===== src/shared/pm_seq_pkg.sv =====
/*
  Package for the power mode sequencer: register indices, field positions,
  reset values, timing figures, state encoding and grouped signal types.
  Assumes a byte-wide indexed register port driven by processor software.
*/
package pm_seq_pkg;

  // ==========================================================================
  // Register indices (byte-wide, indexed space)
  localparam logic [7:0] IDX_ACTIVITY_MASK = 8'hc3;
  localparam logic [7:0] IDX_NMI_MASK = 8'hc4;
  localparam logic [7:0] IDX_DOZE_TIMER = 8'hcc;
  localparam logic [7:0] IDX_SLEEP_TIMER = 8'hcd;
  localparam logic [7:0] IDX_SUSPEND_TIMER = 8'hce;
  localparam logic [7:0] IDX_PM_STATUS = 8'hc5;
  localparam logic [7:0] IDX_PANEL_MODE = 8'hd0;
  localparam logic [7:0] IDX_PANEL_POLARITY = 8'hca;
  localparam logic [7:0] IDX_PM_CONTROL = 8'hd1;

  // ==========================================================================
  // Field positions
  localparam int NMI_SLEEP_AUTO_SELECT_BIT = 7;
  localparam int NMI_SLEEP_WAKE_NMI_BIT = 6;
  localparam int STATUS_STATE_LSB = 0;
  localparam int STATUS_TIMEOUT_IRQ_BIT = 4;
  localparam int STATUS_WAKE_NMI_BIT = 5;
  localparam int STATUS_PANEL_ON_BIT = 6;
  localparam int STATUS_SEQ_BUSY_BIT = 7;
  localparam int MODE_DOWN_SEQ_ENABLE_BIT = 7;
  localparam int MODE_DELAY_LSB = 0;
  localparam int POL_LOGIC_BIT = 0;
  localparam int POL_BIAS_BIT = 1;
  localparam int CTRL_PANEL_OFF_IN_SLEEP_BIT = 0;
  localparam int CTRL_DOZE_DIVIDE_BIT = 1;

  // ==========================================================================
  // Reset values
  localparam logic [7:0] RST_ACTIVITY_MASK = 8'h00;
  localparam logic [7:0] RST_NMI_MASK = 8'h80;
  localparam logic [7:0] RST_TIMER = 8'h00;
  localparam logic [7:0] RST_PANEL_MODE = 8'h00;
  localparam logic [7:0] RST_PANEL_POLARITY = 8'h03;
  localparam logic [7:0] RST_PM_CONTROL = 8'h01;

  // ==========================================================================
  // Timing: each panel step lasts (delay field + 1) units of 10 ms, so the
  // two-step power-down spans 20 to 80 ms, inside the allowed 20 to 180 ms.
  localparam int CLK_MHZ = 250;
  localparam int SEQ_STEP_MIN_MS = 10;
  localparam int SEQ_STEP_MAX_MS = 90;
  localparam longint SEQ_STEP_MIN_CYC = longint'(SEQ_STEP_MIN_MS) * 1000 * CLK_MHZ;
  localparam int TIMER_TICK_US = 1000;
  localparam longint TIMER_TICK_CYC = longint'(TIMER_TICK_US) * CLK_MHZ;

  // ==========================================================================
  // Types
  typedef enum logic [2:0] {PM_ON, PM_DOZE, PM_SLEEP, PM_SUSPEND, PM_OFF} pm_state_e;
  localparam logic [2:0] STATE_CODE_ON = 3'h0;
  localparam logic [2:0] STATE_CODE_DOZE = 3'h1;
  localparam logic [2:0] STATE_CODE_SLEEP = 3'h2;
  localparam logic [2:0] STATE_CODE_SUSPEND = 3'h3;
  localparam logic [2:0] STATE_CODE_OFF = 3'h4;

  typedef enum logic [1:0] {SEQ_IDLE, SEQ_BIAS_OFF, SEQ_CLAMPED} seq_state_e;

  typedef struct packed {
    logic [7:0] addr;
    logic [7:0] wdata;
    logic wr;
    logic rd;
  } reg_req_s;

  typedef struct packed {
    logic logic_o;
    logic logic_oe;
    logic bias_o;
    logic bias_oe;
    logic clamp;
  } panel_pins_s;

  typedef struct packed {
    logic external_wake_switch;
    logic ring_indicate_input;
    logic card_ring_signal;
    logic rtc_alarm;
  } wake_s;

endpackage


===== src/logic/power_mode_sequencer.sv =====
/*
  Power mode sequencer: ON/DOZE/SLEEP/SUSPEND/OFF state machine, inactivity
  timers and panel power-down sequencing.
  Assumes synchronous inputs on clk_sys_i, single-cycle register strobes and a
  one-cycle activity pulse vector from peripheral monitors.
*/
// Strobed register access was decided locally.
`timescale 1ns/100ps
module power_mode_sequencer #(
  parameter longint SEQ_UNIT_CYCLES = pm_seq_pkg::SEQ_STEP_MIN_CYC,
  parameter longint TICK_CYCLES = pm_seq_pkg::TIMER_TICK_CYC
) (
  input wire logic clk_sys_i,
  input wire logic sys_rst_i,
  input wire pm_seq_pkg::reg_req_s reg_req_i,
  output logic [7:0] reg_rdata_o,
  input wire logic [7:0] activity_i,
  input wire pm_seq_pkg::wake_s wake_i,
  output pm_seq_pkg::panel_pins_s panel_o,
  output logic processor_clock_slow_o,
  output logic timeout_irq_o,
  output logic wake_nmi_o,
  output logic suspend_done_o,
  output logic [2:0] state_o
);
  import pm_seq_pkg::*;

  // ==========================================================================
  // Registers
  logic [7:0] activity_mask_reg;
  logic [7:0] nmi_mask_reg;
  logic [7:0] doze_timer_reg;
  logic [7:0] sleep_timer_reg;
  logic [7:0] suspend_timer_reg;
  logic [7:0] panel_mode_reg;
  logic [7:0] panel_polarity_reg;
  logic [7:0] pm_control_reg;
  logic timeout_irq_reg;
  logic wake_nmi_reg;
  pm_state_e state_reg;
  pm_state_e state_next;
  seq_state_e seq_reg;
  logic panel_on_reg;
  logic clamp_reg;
  logic bias_on_reg;
  logic [31:0] seq_cnt_reg;
  logic [31:0] tick_cnt_reg;
  logic [7:0] idle_cnt_reg;
  logic [7:0] rdata_reg;
  logic suspend_done_reg;

  logic wr_en;
  logic status_wr;
  logic [2:0] wr_state;
  logic activity;
  logic tick;
  logic [7:0] active_limit;
  logic timed_out;
  logic panel_want;
  logic [31:0] seq_limit;
  logic wake_any;

  assign wr_en = reg_req_i.wr;
  assign status_wr = wr_en && (reg_req_i.addr == IDX_PM_STATUS);
  assign wr_state = reg_req_i.wdata[STATUS_STATE_LSB +: 3];
  assign activity = |(activity_i & ~activity_mask_reg);
  assign wake_any = wake_i.external_wake_switch | wake_i.ring_indicate_input |
                    wake_i.card_ring_signal | wake_i.rtc_alarm;

  // ==========================================================================
  // Register writes
  always_ff @(posedge clk_sys_i) begin
    if (sys_rst_i) begin
      activity_mask_reg <= RST_ACTIVITY_MASK;
      nmi_mask_reg <= RST_NMI_MASK;
      doze_timer_reg <= RST_TIMER;
      sleep_timer_reg <= RST_TIMER;
      suspend_timer_reg <= RST_TIMER;
      panel_mode_reg <= RST_PANEL_MODE;
      panel_polarity_reg <= RST_PANEL_POLARITY;
      pm_control_reg <= RST_PM_CONTROL;
    end else if (wr_en) begin
      case (reg_req_i.addr)
        IDX_ACTIVITY_MASK: activity_mask_reg <= reg_req_i.wdata;
        IDX_NMI_MASK: nmi_mask_reg <= reg_req_i.wdata;
        IDX_DOZE_TIMER: doze_timer_reg <= reg_req_i.wdata;
        IDX_SLEEP_TIMER: sleep_timer_reg <= reg_req_i.wdata;
        IDX_SUSPEND_TIMER: suspend_timer_reg <= reg_req_i.wdata;
        IDX_PANEL_MODE: panel_mode_reg <= reg_req_i.wdata;
        IDX_PANEL_POLARITY: panel_polarity_reg <= reg_req_i.wdata;
        IDX_PM_CONTROL: pm_control_reg <= reg_req_i.wdata;
        default: ;
      endcase
    end
  end

  // ==========================================================================
  // Register reads, data one cycle after the strobe, unmapped reads zero
  always_ff @(posedge clk_sys_i) begin
    if (sys_rst_i) begin
      rdata_reg <= 8'h00;
    end else if (reg_req_i.rd) begin
      case (reg_req_i.addr)
        IDX_ACTIVITY_MASK: rdata_reg <= activity_mask_reg;
        IDX_NMI_MASK: rdata_reg <= nmi_mask_reg;
        IDX_DOZE_TIMER: rdata_reg <= doze_timer_reg;
        IDX_SLEEP_TIMER: rdata_reg <= sleep_timer_reg;
        IDX_SUSPEND_TIMER: rdata_reg <= suspend_timer_reg;
        IDX_PANEL_MODE: rdata_reg <= panel_mode_reg;
        IDX_PANEL_POLARITY: rdata_reg <= panel_polarity_reg;
        IDX_PM_CONTROL: rdata_reg <= pm_control_reg;
        IDX_PM_STATUS: rdata_reg <= {seq_reg != SEQ_IDLE, panel_on_reg, wake_nmi_reg,
                                     timeout_irq_reg, 1'b0, state_o};
        default: rdata_reg <= 8'h00;
      endcase
    end else begin
      rdata_reg <= 8'h00;
    end
  end
  assign reg_rdata_o = rdata_reg;

  // ==========================================================================
  // Inactivity timers: one shared counter, since only one timer is live per state
  always_comb begin
    case (state_reg)
      PM_ON: active_limit = doze_timer_reg;
      PM_DOZE: active_limit = sleep_timer_reg;
      PM_SLEEP: active_limit = suspend_timer_reg;
      default: active_limit = 8'h00;
    endcase
  end
  assign tick = (tick_cnt_reg == 32'(TICK_CYCLES - 1));
  assign timed_out = (active_limit != 8'h00) && (idle_cnt_reg == active_limit);

  always_ff @(posedge clk_sys_i) begin
    if (sys_rst_i || tick) begin
      tick_cnt_reg <= 32'h0;
    end else begin
      tick_cnt_reg <= tick_cnt_reg + 32'h1;
    end
  end

  always_ff @(posedge clk_sys_i) begin
    if (sys_rst_i) begin
      idle_cnt_reg <= 8'h00;
    end else if (activity || state_next != state_reg || status_wr) begin
      idle_cnt_reg <= 8'h00;
    end else if (tick && active_limit != 8'h00 && !timed_out) begin
      idle_cnt_reg <= idle_cnt_reg + 8'h01;
    end
  end

  // ==========================================================================
  // Mode state machine
  always_comb begin
    state_next = state_reg;
    case (state_reg)
      PM_ON: begin
        if (timed_out) state_next = PM_DOZE;
      end
      PM_DOZE: begin
        if (activity) begin
          state_next = PM_ON;
        end else if (timed_out && nmi_mask_reg[NMI_SLEEP_AUTO_SELECT_BIT]) begin
          state_next = PM_SLEEP;
        end
      end
      PM_SLEEP: begin
        if (activity && !nmi_mask_reg[NMI_SLEEP_WAKE_NMI_BIT]) state_next = PM_ON;
      end
      PM_SUSPEND, PM_OFF: begin
        if (wake_any && seq_reg == SEQ_IDLE && !panel_on_reg) state_next = PM_ON;
      end
      default: state_next = PM_ON;
    endcase
    if (status_wr) begin
      case (wr_state)
        STATE_CODE_ON: state_next = PM_ON;
        STATE_CODE_DOZE: state_next = PM_DOZE;
        STATE_CODE_SLEEP: state_next = PM_SLEEP;
        STATE_CODE_SUSPEND: state_next = PM_SUSPEND;
        STATE_CODE_OFF: state_next = PM_OFF;
        default: state_next = state_next;
      endcase
    end
  end

  always_ff @(posedge clk_sys_i) begin
    if (sys_rst_i) begin
      state_reg <= PM_ON;
    end else begin
      state_reg <= state_next;
    end
  end

  always_comb begin
    case (state_reg)
      PM_DOZE: state_o = STATE_CODE_DOZE;
      PM_SLEEP: state_o = STATE_CODE_SLEEP;
      PM_SUSPEND: state_o = STATE_CODE_SUSPEND;
      PM_OFF: state_o = STATE_CODE_OFF;
      default: state_o = STATE_CODE_ON;
    endcase
  end

  // ==========================================================================
  // Sticky event flags; a new event beats a clearing status write
  always_ff @(posedge clk_sys_i) begin
    if (sys_rst_i) begin
      timeout_irq_reg <= 1'b0;
    end else if (state_reg == PM_DOZE && timed_out && !activity && !nmi_mask_reg[NMI_SLEEP_AUTO_SELECT_BIT]) begin
      timeout_irq_reg <= 1'b1;
    end else if (status_wr && reg_req_i.wdata[STATUS_TIMEOUT_IRQ_BIT]) begin
      timeout_irq_reg <= 1'b0;
    end
  end

  always_ff @(posedge clk_sys_i) begin
    if (sys_rst_i) begin
      wake_nmi_reg <= 1'b0;
    end else if (state_reg == PM_SLEEP && activity && nmi_mask_reg[NMI_SLEEP_WAKE_NMI_BIT]) begin
      wake_nmi_reg <= 1'b1;
    end else if (status_wr && reg_req_i.wdata[STATUS_WAKE_NMI_BIT]) begin
      wake_nmi_reg <= 1'b0;
    end
  end
  assign timeout_irq_o = timeout_irq_reg;
  assign wake_nmi_o = wake_nmi_reg;

  // ==========================================================================
  // Processor clock slowing: optional in DOZE, always in SLEEP
  always_ff @(posedge clk_sys_i) begin
    if (sys_rst_i) begin
      processor_clock_slow_o <= 1'b0;
    end else begin
      processor_clock_slow_o <= (state_next == PM_SLEEP) ||
                                (state_next == PM_DOZE && pm_control_reg[CTRL_DOZE_DIVIDE_BIT]);
    end
  end

  // ==========================================================================
  // Panel power sequencing
  assign panel_want = (state_reg == PM_ON) || (state_reg == PM_DOZE) ||
                      (state_reg == PM_SLEEP && !pm_control_reg[CTRL_PANEL_OFF_IN_SLEEP_BIT]);
  // Step length N+1 units from the two delay bits
  assign seq_limit = 32'(SEQ_UNIT_CYCLES * (longint'(panel_mode_reg[MODE_DELAY_LSB +: 2]) + 1) - 1);

  always_ff @(posedge clk_sys_i) begin
    if (sys_rst_i) begin
      seq_reg <= SEQ_IDLE;
      panel_on_reg <= 1'b1;
      bias_on_reg <= 1'b1;
      clamp_reg <= 1'b0;
      seq_cnt_reg <= 32'h0;
    end else begin
      case (seq_reg)
        SEQ_IDLE: begin
          seq_cnt_reg <= 32'h0;
          if (panel_on_reg && !panel_want) begin
            if (panel_mode_reg[MODE_DOWN_SEQ_ENABLE_BIT]) begin
              bias_on_reg <= 1'b0;
              seq_reg <= SEQ_BIAS_OFF;
            end else begin
              bias_on_reg <= 1'b0;
              clamp_reg <= 1'b1;
              panel_on_reg <= 1'b0;
            end
          end else if (!panel_on_reg && panel_want) begin
            // Power-up ordering is not handled here; all rails return together
            bias_on_reg <= 1'b1;
            clamp_reg <= 1'b0;
            panel_on_reg <= 1'b1;
          end
        end
        SEQ_BIAS_OFF: begin
          seq_cnt_reg <= seq_cnt_reg + 32'h1;
          if (seq_cnt_reg == seq_limit) begin
            clamp_reg <= 1'b1;
            seq_cnt_reg <= 32'h0;
            seq_reg <= SEQ_CLAMPED;
          end
        end
        SEQ_CLAMPED: begin
          seq_cnt_reg <= seq_cnt_reg + 32'h1;
          if (seq_cnt_reg == seq_limit) begin
            panel_on_reg <= 1'b0;
            seq_reg <= SEQ_IDLE;
          end
        end
        default: seq_reg <= SEQ_IDLE;
      endcase
    end
  end

  // Off rails float; external resistors hold the power switches off
  always_comb begin
    panel_o.logic_o = panel_polarity_reg[POL_LOGIC_BIT];
    panel_o.logic_oe = panel_on_reg;
    panel_o.bias_o = panel_polarity_reg[POL_BIAS_BIT];
    panel_o.bias_oe = bias_on_reg;
    panel_o.clamp = clamp_reg;
  end

  // Suspend is only complete once the panel is fully down
  always_ff @(posedge clk_sys_i) begin
    if (sys_rst_i) begin
      suspend_done_reg <= 1'b0;
    end else begin
      suspend_done_reg <= (state_reg == PM_SUSPEND) && !panel_on_reg && seq_reg == SEQ_IDLE;
    end
  end
  assign suspend_done_o = suspend_done_reg;

  // ==========================================================================
  // Assertions
  a_reset_to_on: assert property (@(posedge clk_sys_i)
    !sys_rst_i && $past(sys_rst_i) |-> state_o == STATE_CODE_ON)
    else $error("state not ON after reset");
  a_seq_order_bias: assert property (@(posedge clk_sys_i) disable iff (sys_rst_i)
    $fell(panel_o.logic_oe) && $past(panel_mode_reg[MODE_DOWN_SEQ_ENABLE_BIT]) |-> !panel_o.bias_oe && panel_o.clamp)
    else $error("logic rail dropped before bias off and clamp");
  a_unseq_together: assert property (@(posedge clk_sys_i) disable iff (sys_rst_i)
    $fell(bias_on_reg) && !$past(panel_mode_reg[MODE_DOWN_SEQ_ENABLE_BIT]) |-> !panel_on_reg && clamp_reg)
    else $error("unsequenced power-off not simultaneous");
  a_seq_gated: assert property (@(posedge clk_sys_i) disable iff (sys_rst_i)
    seq_reg == SEQ_IDLE && $past(seq_reg) == SEQ_IDLE && $fell(bias_on_reg) |-> !panel_on_reg)
    else $error("ordering without enable");
  a_suspend_panel: assert property (@(posedge clk_sys_i) disable iff (sys_rst_i)
    suspend_done_o |-> !$past(panel_on_reg))
    else $error("suspend done with panel powered");
  a_doze_wake: assert property (@(posedge clk_sys_i) disable iff (sys_rst_i)
    state_reg == PM_DOZE && activity && !status_wr |=> state_reg == PM_ON)
    else $error("doze did not return on activity");
  a_sleep_auto: assert property (@(posedge clk_sys_i) disable iff (sys_rst_i)
    state_reg == PM_DOZE && timed_out && !activity && !status_wr && nmi_mask_reg[NMI_SLEEP_AUTO_SELECT_BIT]
    |=> state_reg == PM_SLEEP)
    else $error("no automatic sleep");
  a_sleep_irq: assert property (@(posedge clk_sys_i) disable iff (sys_rst_i)
    state_reg == PM_DOZE && timed_out && !activity && !status_wr && !nmi_mask_reg[NMI_SLEEP_AUTO_SELECT_BIT]
    |=> state_reg == PM_DOZE && timeout_irq_o)
    else $error("sleep timeout did not interrupt");
  a_sleep_nmi_stay: assert property (@(posedge clk_sys_i) disable iff (sys_rst_i)
    state_reg == PM_SLEEP && activity && !status_wr && nmi_mask_reg[NMI_SLEEP_WAKE_NMI_BIT]
    |=> state_reg == PM_SLEEP && wake_nmi_o)
    else $error("sleep nmi case left sleep");
  a_sw_state: assert property (@(posedge clk_sys_i) disable iff (sys_rst_i)
    status_wr && wr_state == STATE_CODE_ON |=> state_o == STATE_CODE_ON)
    else $error("software ON write ignored");
  a_doze_timeout: assert property (@(posedge clk_sys_i) disable iff (sys_rst_i)
    state_reg == PM_ON && timed_out && !status_wr |=> state_reg == PM_DOZE)
    else $error("doze timeout ignored");

endmodule


===== config.mk =====
export PLATFORM = sky130hd
export DESIGN_NAME = power_mode_sequencer
export DESIGN_NICKNAME = d
export VERILOG_FILES = /design/src/shared/pm_seq_pkg.sv /design/src/logic/power_mode_sequencer.sv
export SDC_FILE = /design/constraint.sdc
export NUM_CORES = 1
export LEC_CHECK = 0
export ABC_AREA = 1
export BUFFER_PORTS_ARGS = -buffer_cell sky130_fd_sc_hd__buf_2
export CAP_MARGIN = 20
export CORE_ASPECT_RATIO = 1.4
export CORE_UTILIZATION = 40
export DETAILED_ROUTE_END_ITERATION = 6
export GPL_ROUTABILITY_DRIVEN = 0
export PLACE_DENSITY = 0.68
export SLEW_MARGIN = 25
export SYNTH_ARGS = -nofsm -noshare
export SYNTH_HDL_FRONTEND = slang
export SYNTH_SLANG_ARGS = --single-unit

===== constraint.sdc =====
create_clock -name clk_sys_i -period 2.85 [get_ports clk_sys_i]
set_input_delay 0.285 -clock clk_sys_i [delete_from_list [all_inputs] [get_ports clk_sys_i]]
set_output_delay 0.285 -clock clk_sys_i [all_outputs]
set_load 0.02 [all_outputs]

# Word level (Yosys, flattened, before mapping)

Cells that the tools add are included.

Bits in registers: 156
Input port bits: 32
Word-level logic and storage cells: 158

Add/sub/neg operators: 5
$mul: 1
Equality and inequality tests: 31
Multiplexer cells: 33
Bitwise gates (word level): 6
Reduce and logical (&&, ||, !) cells: 61

Operator list:

| cell                                                | number |
|---|---|
| case mux 32 bit (3 select lines)                    | 1 |
| == test 8 bit (second input constant)               | 9 |
| case mux 8 bit (9 select lines)                     | 1 |
| adder 32 x 1 -> 32 bit (second input constant)      | 2 |
| == test 32 x 18 -> 1 bit (second input constant)    | 1 |
| == test 32 bit                                      | 1 |
| two-way mux 32 bit                                  | 1 |
| subtractor 25 x 1 -> 26 bit (second input constant) | 1 |
| case mux 3 bit (4 select lines)                     | 2 |
| case mux 8 bit (3 select lines)                     | 1 |
| logical AND 1 bit                                   | 21 |
| multiplier 17 x 3 -> 20 bit (first input constant)  | 1 |
| two-way mux 3 bit                                   | 6 |
| AND reduction 2 bit                                 | 9 |
| == test 3 x 2 -> 1 bit (second input constant)      | 5 |
| case mux 3 bit (5 select lines)                     | 1 |
| two-way mux 1 bit                                   | 13 |
| AND reduction 4 bit                                 | 3 |
| nonzero test 2 bit                                  | 6 |
| == test 3 x 1 -> 1 bit (second input constant)      | 3 |
| adder 8 x 1 -> 8 bit (second input constant)        | 1 |
| bitwise AND 8 bit                                   | 1 |
| == test 8 bit                                       | 1 |
| two-way mux 2 bit                                   | 4 |
| other kinds (20)                                    | 42 |

# Depth between registers and ports, before layout

Gate-level depths: netlist (run 1).

Depth after elaboration: 14
Mapped depth: 20
Gate-level depth less buffers: 20

# Least setup slack after synthesis (run 1)

Ideal clock, no wire load.

Path kind: reg-to-reg
Start point: register panel_mode_reg[0]
End point: register seq_cnt_reg[0]
Setup time: 128 ps
Arrival time: 3013 ps
Required time: 2722 ps
Setup slack: -290 ps
Stages on the path, launching flop included: 20
Path buffers: 4
Clock period less this slack: 3140 ps
Path through: dfxtp_1 > buf_2 > inv_2 > ha_1 > buf_2 > xnor2_2 > ha_1 > nand3b_1 > nand2_1 > nand2_1 > xor2_1 > xor2_1 > nor2_1 > nand3_1 > nand2_1 > nand2_1 > buf_4 > buf_4 > a22oi_1 > nor2_1

Word-level cells in the longest chain between the ends: 6

RTL lines:

| element                          | RTL line                    | text |
|---|---|---|
| start: declaration               | power_mode_sequencer.sv:35  | `logic [7:0] panel_mode_reg;` |
| start signal: assignment         | power_mode_sequencer.sv:89  | `IDX_PANEL_MODE: panel_mode_reg <= reg_req_i.wdata;` |
| adder 2 x 1 -> 3 bit             | power_mode_sequencer.sv:246 | `assign seq_limit = 32'(SEQ_UNIT_CYCLES * (longint'(panel_mode_reg[MODE_DELAY_LSB +: 2]) + 1) - 1);` |
| multiplier 17 x 3 -> 20 bit      | power_mode_sequencer.sv:246 |  |
| subtractor 25 x 1 -> 26 bit      | power_mode_sequencer.sv:246 |  |
| == test 32 bit                   | power_mode_sequencer.sv:277 | `if (seq_cnt_reg == seq_limit) begin` |
| two-way mux 32 bit               | power_mode_sequencer.sv:277 |  |
| case mux 32 bit (3 select lines) | power_mode_sequencer.sv:256 | `case (seq_reg)` |
| end signal: assignment           | power_mode_sequencer.sv:276 | `seq_cnt_reg <= seq_cnt_reg + 32'h1;` |
| end signal: assignment           | power_mode_sequencer.sv:284 | `seq_cnt_reg <= seq_cnt_reg + 32'h1;` |
| end: declaration                 | power_mode_sequencer.sv:46  | `logic [31:0] seq_cnt_reg;` |

Every way passes these cells.
A chain may end at the register's enable or synchronous reset.

# Final worst setup path (run 1)

Ends and elaborated chain as after synthesis.

==> impl_metrics.env, run 1 <==
export IMPL_r2r_start="panel_mode_reg[0]"
export IMPL_final_util=0.468
export IMPL_grt_pass1_vias=8056
export IMPL_die_height_um=176
export IMPL_layout_commonest_cell="nand2_1"
export IMPL_mappedNetlistNets=1301
export IMPL_cp_start_kind="flop"
export IMPL_fmax_mhz=373
export IMPL_clock_skew_ns=0.00935
export IMPL_post_dp_hpwl_um=17400
export IMPL_core_area_um2=21200
export IMPL_status="finished clean"
export IMPL_ctsHoldBuffers=0
export IMPL_ir_drop_mv=0.430
export IMPL_h_tree_depth=4
export IMPL_cp_required_ns=3.16
export IMPL_ys_warnings_count=0
export IMPL_pre_cts_slack_ns=0.0721
export IMPL_synth_edf_count=0
export IMPL_cts_buffers=17
export IMPL_async_flop_share=0
export IMPL_finalWorstPathRequiredPeriod_ns=2.68
export IMPL_min_to="nmi_mask_reg[1]"
export IMPL_ys_seq_area_frac=0.362
export IMPL_leakage_nw=3.65
export IMPL_drt_first_iter_violations=443
export IMPL_place_area_um2=9260
export IMPL_slew_viol_final=0
export IMPL_cts_root_buf="clkbuf_16"
export IMPL_r2r_slack_ns=0.17
export IMPL_nFillCells=2127
export IMPL_cts_tree="built"
export IMPL_total_power_mw=4.92
export IMPL_clk_path_buf_depth=2
export IMPL_synth_seq_cells=156
export IMPL_syn_to_final_growth_pct=14.9
export IMPL_criticalPathCategory="reg2reg"
export IMPL_num_vias=8418
export IMPL_wl_met3_um=882
export IMPL_wl_met1_um=9770
export IMPL_min_from="sys_rst_i"
export IMPL_clock_latency_ns=0.44
export IMPL_hold_path_depth=2
export IMPL_final_seq_area_um2=3130
export IMPL_avgSynthCellArea_um2=6.90
export IMPL_start_util=0.407
export IMPL_synth_distinct_cells=43
export IMPL_whs_ns=0.196
export IMPL_most_common_layout_cells="nand2_1 (192), inv_1 (181), dfxtp_1 (155)"
export IMPL_drt_total_wl_um=23400
export IMPL_drive_gt1_frac=0.107
export IMPL_max_slew_worst_pin_slew_ns=1.03
export IMPL_antenna_left=0
export IMPL_num_nets_final=1355
export IMPL_grt_overflow=0
export IMPL_die_x_um=126
export IMPL_ys_flop_type="dfxtp_1"
export IMPL_powerDensity_nw_per_um2=495
export IMPL_grt_pass1_wl_um=38400
export IMPL_synthesis_area_um2=8640
export IMPL_first_pass_iters=5
export IMPL_maxCapViolations=0
export IMPL_final_cell_area_um2=9930
export IMPL_port_buffers=51
export IMPL_setup_violations_final=0
export IMPL_routed_via_density=5.33
export IMPL_rows=63
export IMPL_antenna_cells=0
export IMPL_path_clk_slew_ns=0.07
export IMPL_hold_viol_final=0
export IMPL_die_area_um2=22200
export IMPL_placedCellCount=1544
export IMPL_numClockSinks=156
export IMPL_relSlewSlack=0.308
export IMPL_cp_max_fo=19
export IMPL_antenna_found_initial=0
export IMPL_multi_input_area_um2=4660
export IMPL_drc=0
export IMPL_r2r_end="seq_cnt_reg[0]"
export IMPL_grt_max_degree=43
export IMPL_finalSetupTns_ns=0
export IMPL_wl_met2_um=11700
export IMPL_rr_worst_depth=15
export IMPL_top_layer_used="met4"
export IMPL_timing_final_crit_share=0.941
export IMPL_ios=52
export IMPL_min_path_type="in2reg"
export IMPL_crit_arrival_ns=2.99
export IMPL_worst_slack_ns=0.168
export IMPL_crit_path_end_kind="flop"
export IMPL_wire_per_inst_um=14.8
export IMPL_grt_util_all_layers=0.217
export IMPL_layout_cells_non_filler=1578
export IMPL_synthCells=1251
Yosys cell counts, types with 20 or more instances:
master,n,area share
a21oi_1,114,0.066
clkbuf_1,28,0.012
dfxtp_1,156,0.36
inv_1,181,0.079
nand2_1,193,0.084
nand3_1,86,0.050
nand3b_1,20,0.017
nand4_1,41,0.030
nor2_1,114,0.050
nor3_1,35,0.020
nor4_1,21,0.015
o21ai_0,88,0.051
xor2_1,36,0.037
per-layer routing:
layer | global-route usage | vias up
li1 | - | 4289
met1 | 0.237 | 3853
met4 | 0.134 | 0
met2 | 0.388 | 213
met5 | 0 | -
met3 | 0.0390 | 63
kinds of logic (layout without fill, tap and decap cells):
kind of cell | Yosys count | count (layout) | share of synthesized area
and+or+nand+nor | 538 | 538 | 0.291
AOI/OAI and AO/OA | 254 | 254 | 0.161
buffers and inverters | 231 | 298 | 0.104
DFF | 156 | 156 | 0.362
xor gates and xnor gates | 54 | 54 | 0.0556
adders and majority gates | 18 | 18 | 0.0261
power by group:
part,switching (mW),internal [mW]
sequential,0.0139,2.20
clock,0.958,1.50
combinational,0.175,0.0765
total,1.15,3.77
what timing repair did:
action                                  in CTS  in global routing
gates resized for setup                      0                  6
buffers inserted                             0                  2
endpoints found under the setup margin       0                 35
layout make-up:
type                            count  share of cell area
Sequential cell                   156               0.315
Timing Repair Buffer               78              0.0469
Multi-Input combinational cell    864               0.470
Clock buffer                       19              0.0446
Clock inverter                     13              0.0192
Tap cell                          260              0.0328
Inverter                          188              0.0716
worst max-delay path: stages, from the launching register on:
cell      delay [ns]
dfxtp_4         0.38
inv_6           0.06
ha_4            0.30
xnor2_4         0.14
ha_4            0.23
nand3b_1        0.19
xor2_1          0.20
xor2_1          0.19
nand3_1         0.09
nor2_1          0.12
nand3_1         0.11
nand2_1         0.11
nand2_2         0.07
buf_6           0.17
a22oi_1         0.15
nor2_1          0.05
worst max-delay path by stage:
stage | end | depth (start not counted) | start
floorplan | seq_cnt_reg[0] | 19 | panel_mode_reg[0]
global placement | seq_cnt_reg[0] | 15 | panel_mode_reg[0]
detailed placement | seq_cnt_reg[0] | 15 | panel_mode_reg[0]
CTS | seq_cnt_reg[0] | 15 | panel_mode_reg[0]
global route | seq_cnt_reg[0] | 16 | panel_mode_reg[0]
finish | seq_cnt_reg[0] | 15 | panel_mode_reg[0]
Note: power is estimated with default switching activity, not from simulation.
==> run 2: changes to the inputs <==
--- a/config.mk
+++ b/config.mk
@@ -12,7 +12,6 @@
 export CORE_UTILIZATION = 40
 export DETAILED_ROUTE_END_ITERATION = 6
 export GPL_ROUTABILITY_DRIVEN = 0
-export PLACE_DENSITY = 0.68
 export SLEW_MARGIN = 25
 export SYNTH_ARGS = -nofsm -noshare
 export SYNTH_HDL_FRONTEND = slang
==> impl_metrics.env, run 2 (synthesis results as in run 1) <==
export IMPL_antenna_found_initial=0
export IMPL_final_util=0.468
export IMPL_power_switching_mw=1.18
export IMPL_crit_arrival_ns=2.96
export IMPL_maxCapViolations=0
export IMPL_drt_first_iter_violations=409
export IMPL_r2r_slack_ns=0.22
export IMPL_routed_via_density=5.28
export IMPL_powerDensity_nw_per_um2=482
export IMPL_grt_util_all_layers=0.226
export IMPL_antenna_cells=0
export IMPL_ctsHoldBuffers=0
export IMPL_die_x_um=126
export IMPL_slew_viol_final=0
export IMPL_cts_buffers=17
export IMPL_numClockSinks=156
export IMPL_power_frac_clock=0.484
export IMPL_p_sw_frac=0.246
export IMPL_leakage_nw=3.66
export IMPL_clk_path_buf_depth=2
export IMPL_path_clk_slew_ns=0.07
export IMPL_num_vias=8335
export IMPL_grt_max_degree=59
export IMPL_clock_skew_ns=0.00963
export IMPL_most_common_layout_cells="nand2_1 (192), inv_1 (181), dfxtp_1 (155)"
export IMPL_hold_viol_final=0
export IMPL_post_dp_hpwl_um=18300
export IMPL_layout_commonest_cell="nand2_1"
export IMPL_total_power_mw=4.78
export IMPL_combPwrFrac=0.054
export IMPL_placedCellCount=1545
export IMPL_cts_tree="built"
export IMPL_finalSetupTns_ns=0
export IMPL_internal_power_mw=3.60
export IMPL_rows=63
export IMPL_met3_usage=0.0314
export IMPL_ios=52
export IMPL_clock_latency_ns=0.43
export IMPL_max_slew_worst_pin_slew_ns=0.695
export IMPL_setup_violations_final=0
export IMPL_grt_overflow=0
export IMPL_busiest_layer="met2"
export IMPL_syn_to_final_growth_pct=14.9
export IMPL_grt_pass1_wl_um=39400
export IMPL_pwr_share_seq=0.462
export IMPL_nFillCells=2136
export IMPL_die_height_um=176
export IMPL_ir_drop_mv=0.402
export IMPL_use_met2=0.429
export IMPL_status="finished clean"
export IMPL_min_path_type="in2reg"
export IMPL_timing_final_crit_share=0.924
export IMPL_grt_pass1_vias=7896
export IMPL_cts_root_buf="clkbuf_16"
export IMPL_criticalPathCategory="reg2reg"
export IMPL_first_pass_iters=5
export IMPL_finalWorstPathRequiredPeriod_ns=2.63
export IMPL_cp_required_ns=3.17
export IMPL_antenna_left=0
export IMPL_wire_per_inst_um=15.3
export IMPL_relSlewSlack=0.536
export IMPL_whs_ns=0.226
export IMPL_layout_cells_non_filler=1579
export IMPL_drive_gt1_frac=0.108
export IMPL_crit_path_end_kind="flop"
export IMPL_fmax_mhz=380
export IMPL_h_tree_depth=4
export IMPL_drc=0
export IMPL_start_util=0.407
export IMPL_core_area_um2=21200
export IMPL_num_nets_final=1356
export IMPL_die_area_um2=22200
export IMPL_cp_start_kind="flop"
export IMPL_drt_total_wl_um=24200
export IMPL_port_buffers=51
export IMPL_cp_max_fo=7
export IMPL_met1_usage=0.247
## run 2: changes by cell type in the layout (fill, tap and decap cells not counted), sizes merged
| cell | delta |
|---|---|
| bufinv | -2 |
| clkinvlp | +3 |
| clkbuf | -1 |
| clkinv | -3 |
| inv | +3 |
| buf | +1 |
## run 2: layout make-up
| cell class | count | area [um2] | area share |
|---|---|---|---|
| clock buffer | 18 | 439 | 0.0443 |
| clock inverter | 14 | 159 | 0.0160 |
| sequential | 156 | 3130 | 0.315 |
| timing repair buffer | 79 | 485 | 0.0489 |
| inverter | 188 | 711 | 0.0716 |
| tap | 260 | 325 | 0.0328 |
| multi-input combinational | 864 | 4680 | 0.471 |
## run 2: metrics by stage
step | setup WS, ns | cell area [um2]
floorplan | 0.00106 | 8710
global placement | 0.135 | 9280
detailed placement | 0.0894 | 9280
CTS | 0.0763 | 9880
global route | -0.000404 | 9920
finish | 0.216 | 9920
## run 2: layer usage
metal	up-vias	share of wire
met5	-	0
met4	0	0.027
met3	37	0.031
met2	179	0.52
met1	3829	0.42
li1	4290	-
## run 2: power groups by stage
stage          registers [mW]  clock network [mW]  logic, mW
2_1_floorplan            2.26                   0      0.168
3_3_place_gp             2.26                   0      0.253
3_5_place_dp             2.26                   0      0.256
4_1_cts                  2.21                2.37      0.256
5_1_grt                  2.21                2.46      0.288
6_report                 2.21                2.31      0.257
## run 2: timing repair
action                                  4_1_cts  5_1_grt
setup buffers                                 0        2
gates resized for setup                       0        6
hold endpoints to repair                      0        0
endpoints found under the setup margin        0       33
## run 2: critical path, cell delays in order, from the launching register on
cell	delay, ns
dfxtp_4	0.38
buf_6	0.13
ha_1	0.16
inv_1	0.06
nor2_2	0.13
ha_4	0.22
nand3b_1	0.19
nand2_1	0.08
nand2_1	0.06
xor2_1	0.16
xor2_1	0.15
nor2_1	0.10
nand3_1	0.12
nand2_1	0.11
nand2_2	0.10
buf_4	0.18
a22oi_1	0.14
nor2_1	0.05
## run 2: final timing paths
path,startpoint,end,cells after the start
setup / recovery,panel_mode_reg[0],seq_cnt_reg[0],17
hold / removal,reg_req_i[8],nmi_mask_reg[6],3
setup reg to reg,panel_mode_reg[0],seq_cnt_reg[0],17
hold reg to reg,tick_cnt_reg[0],tick_cnt_reg[0],1
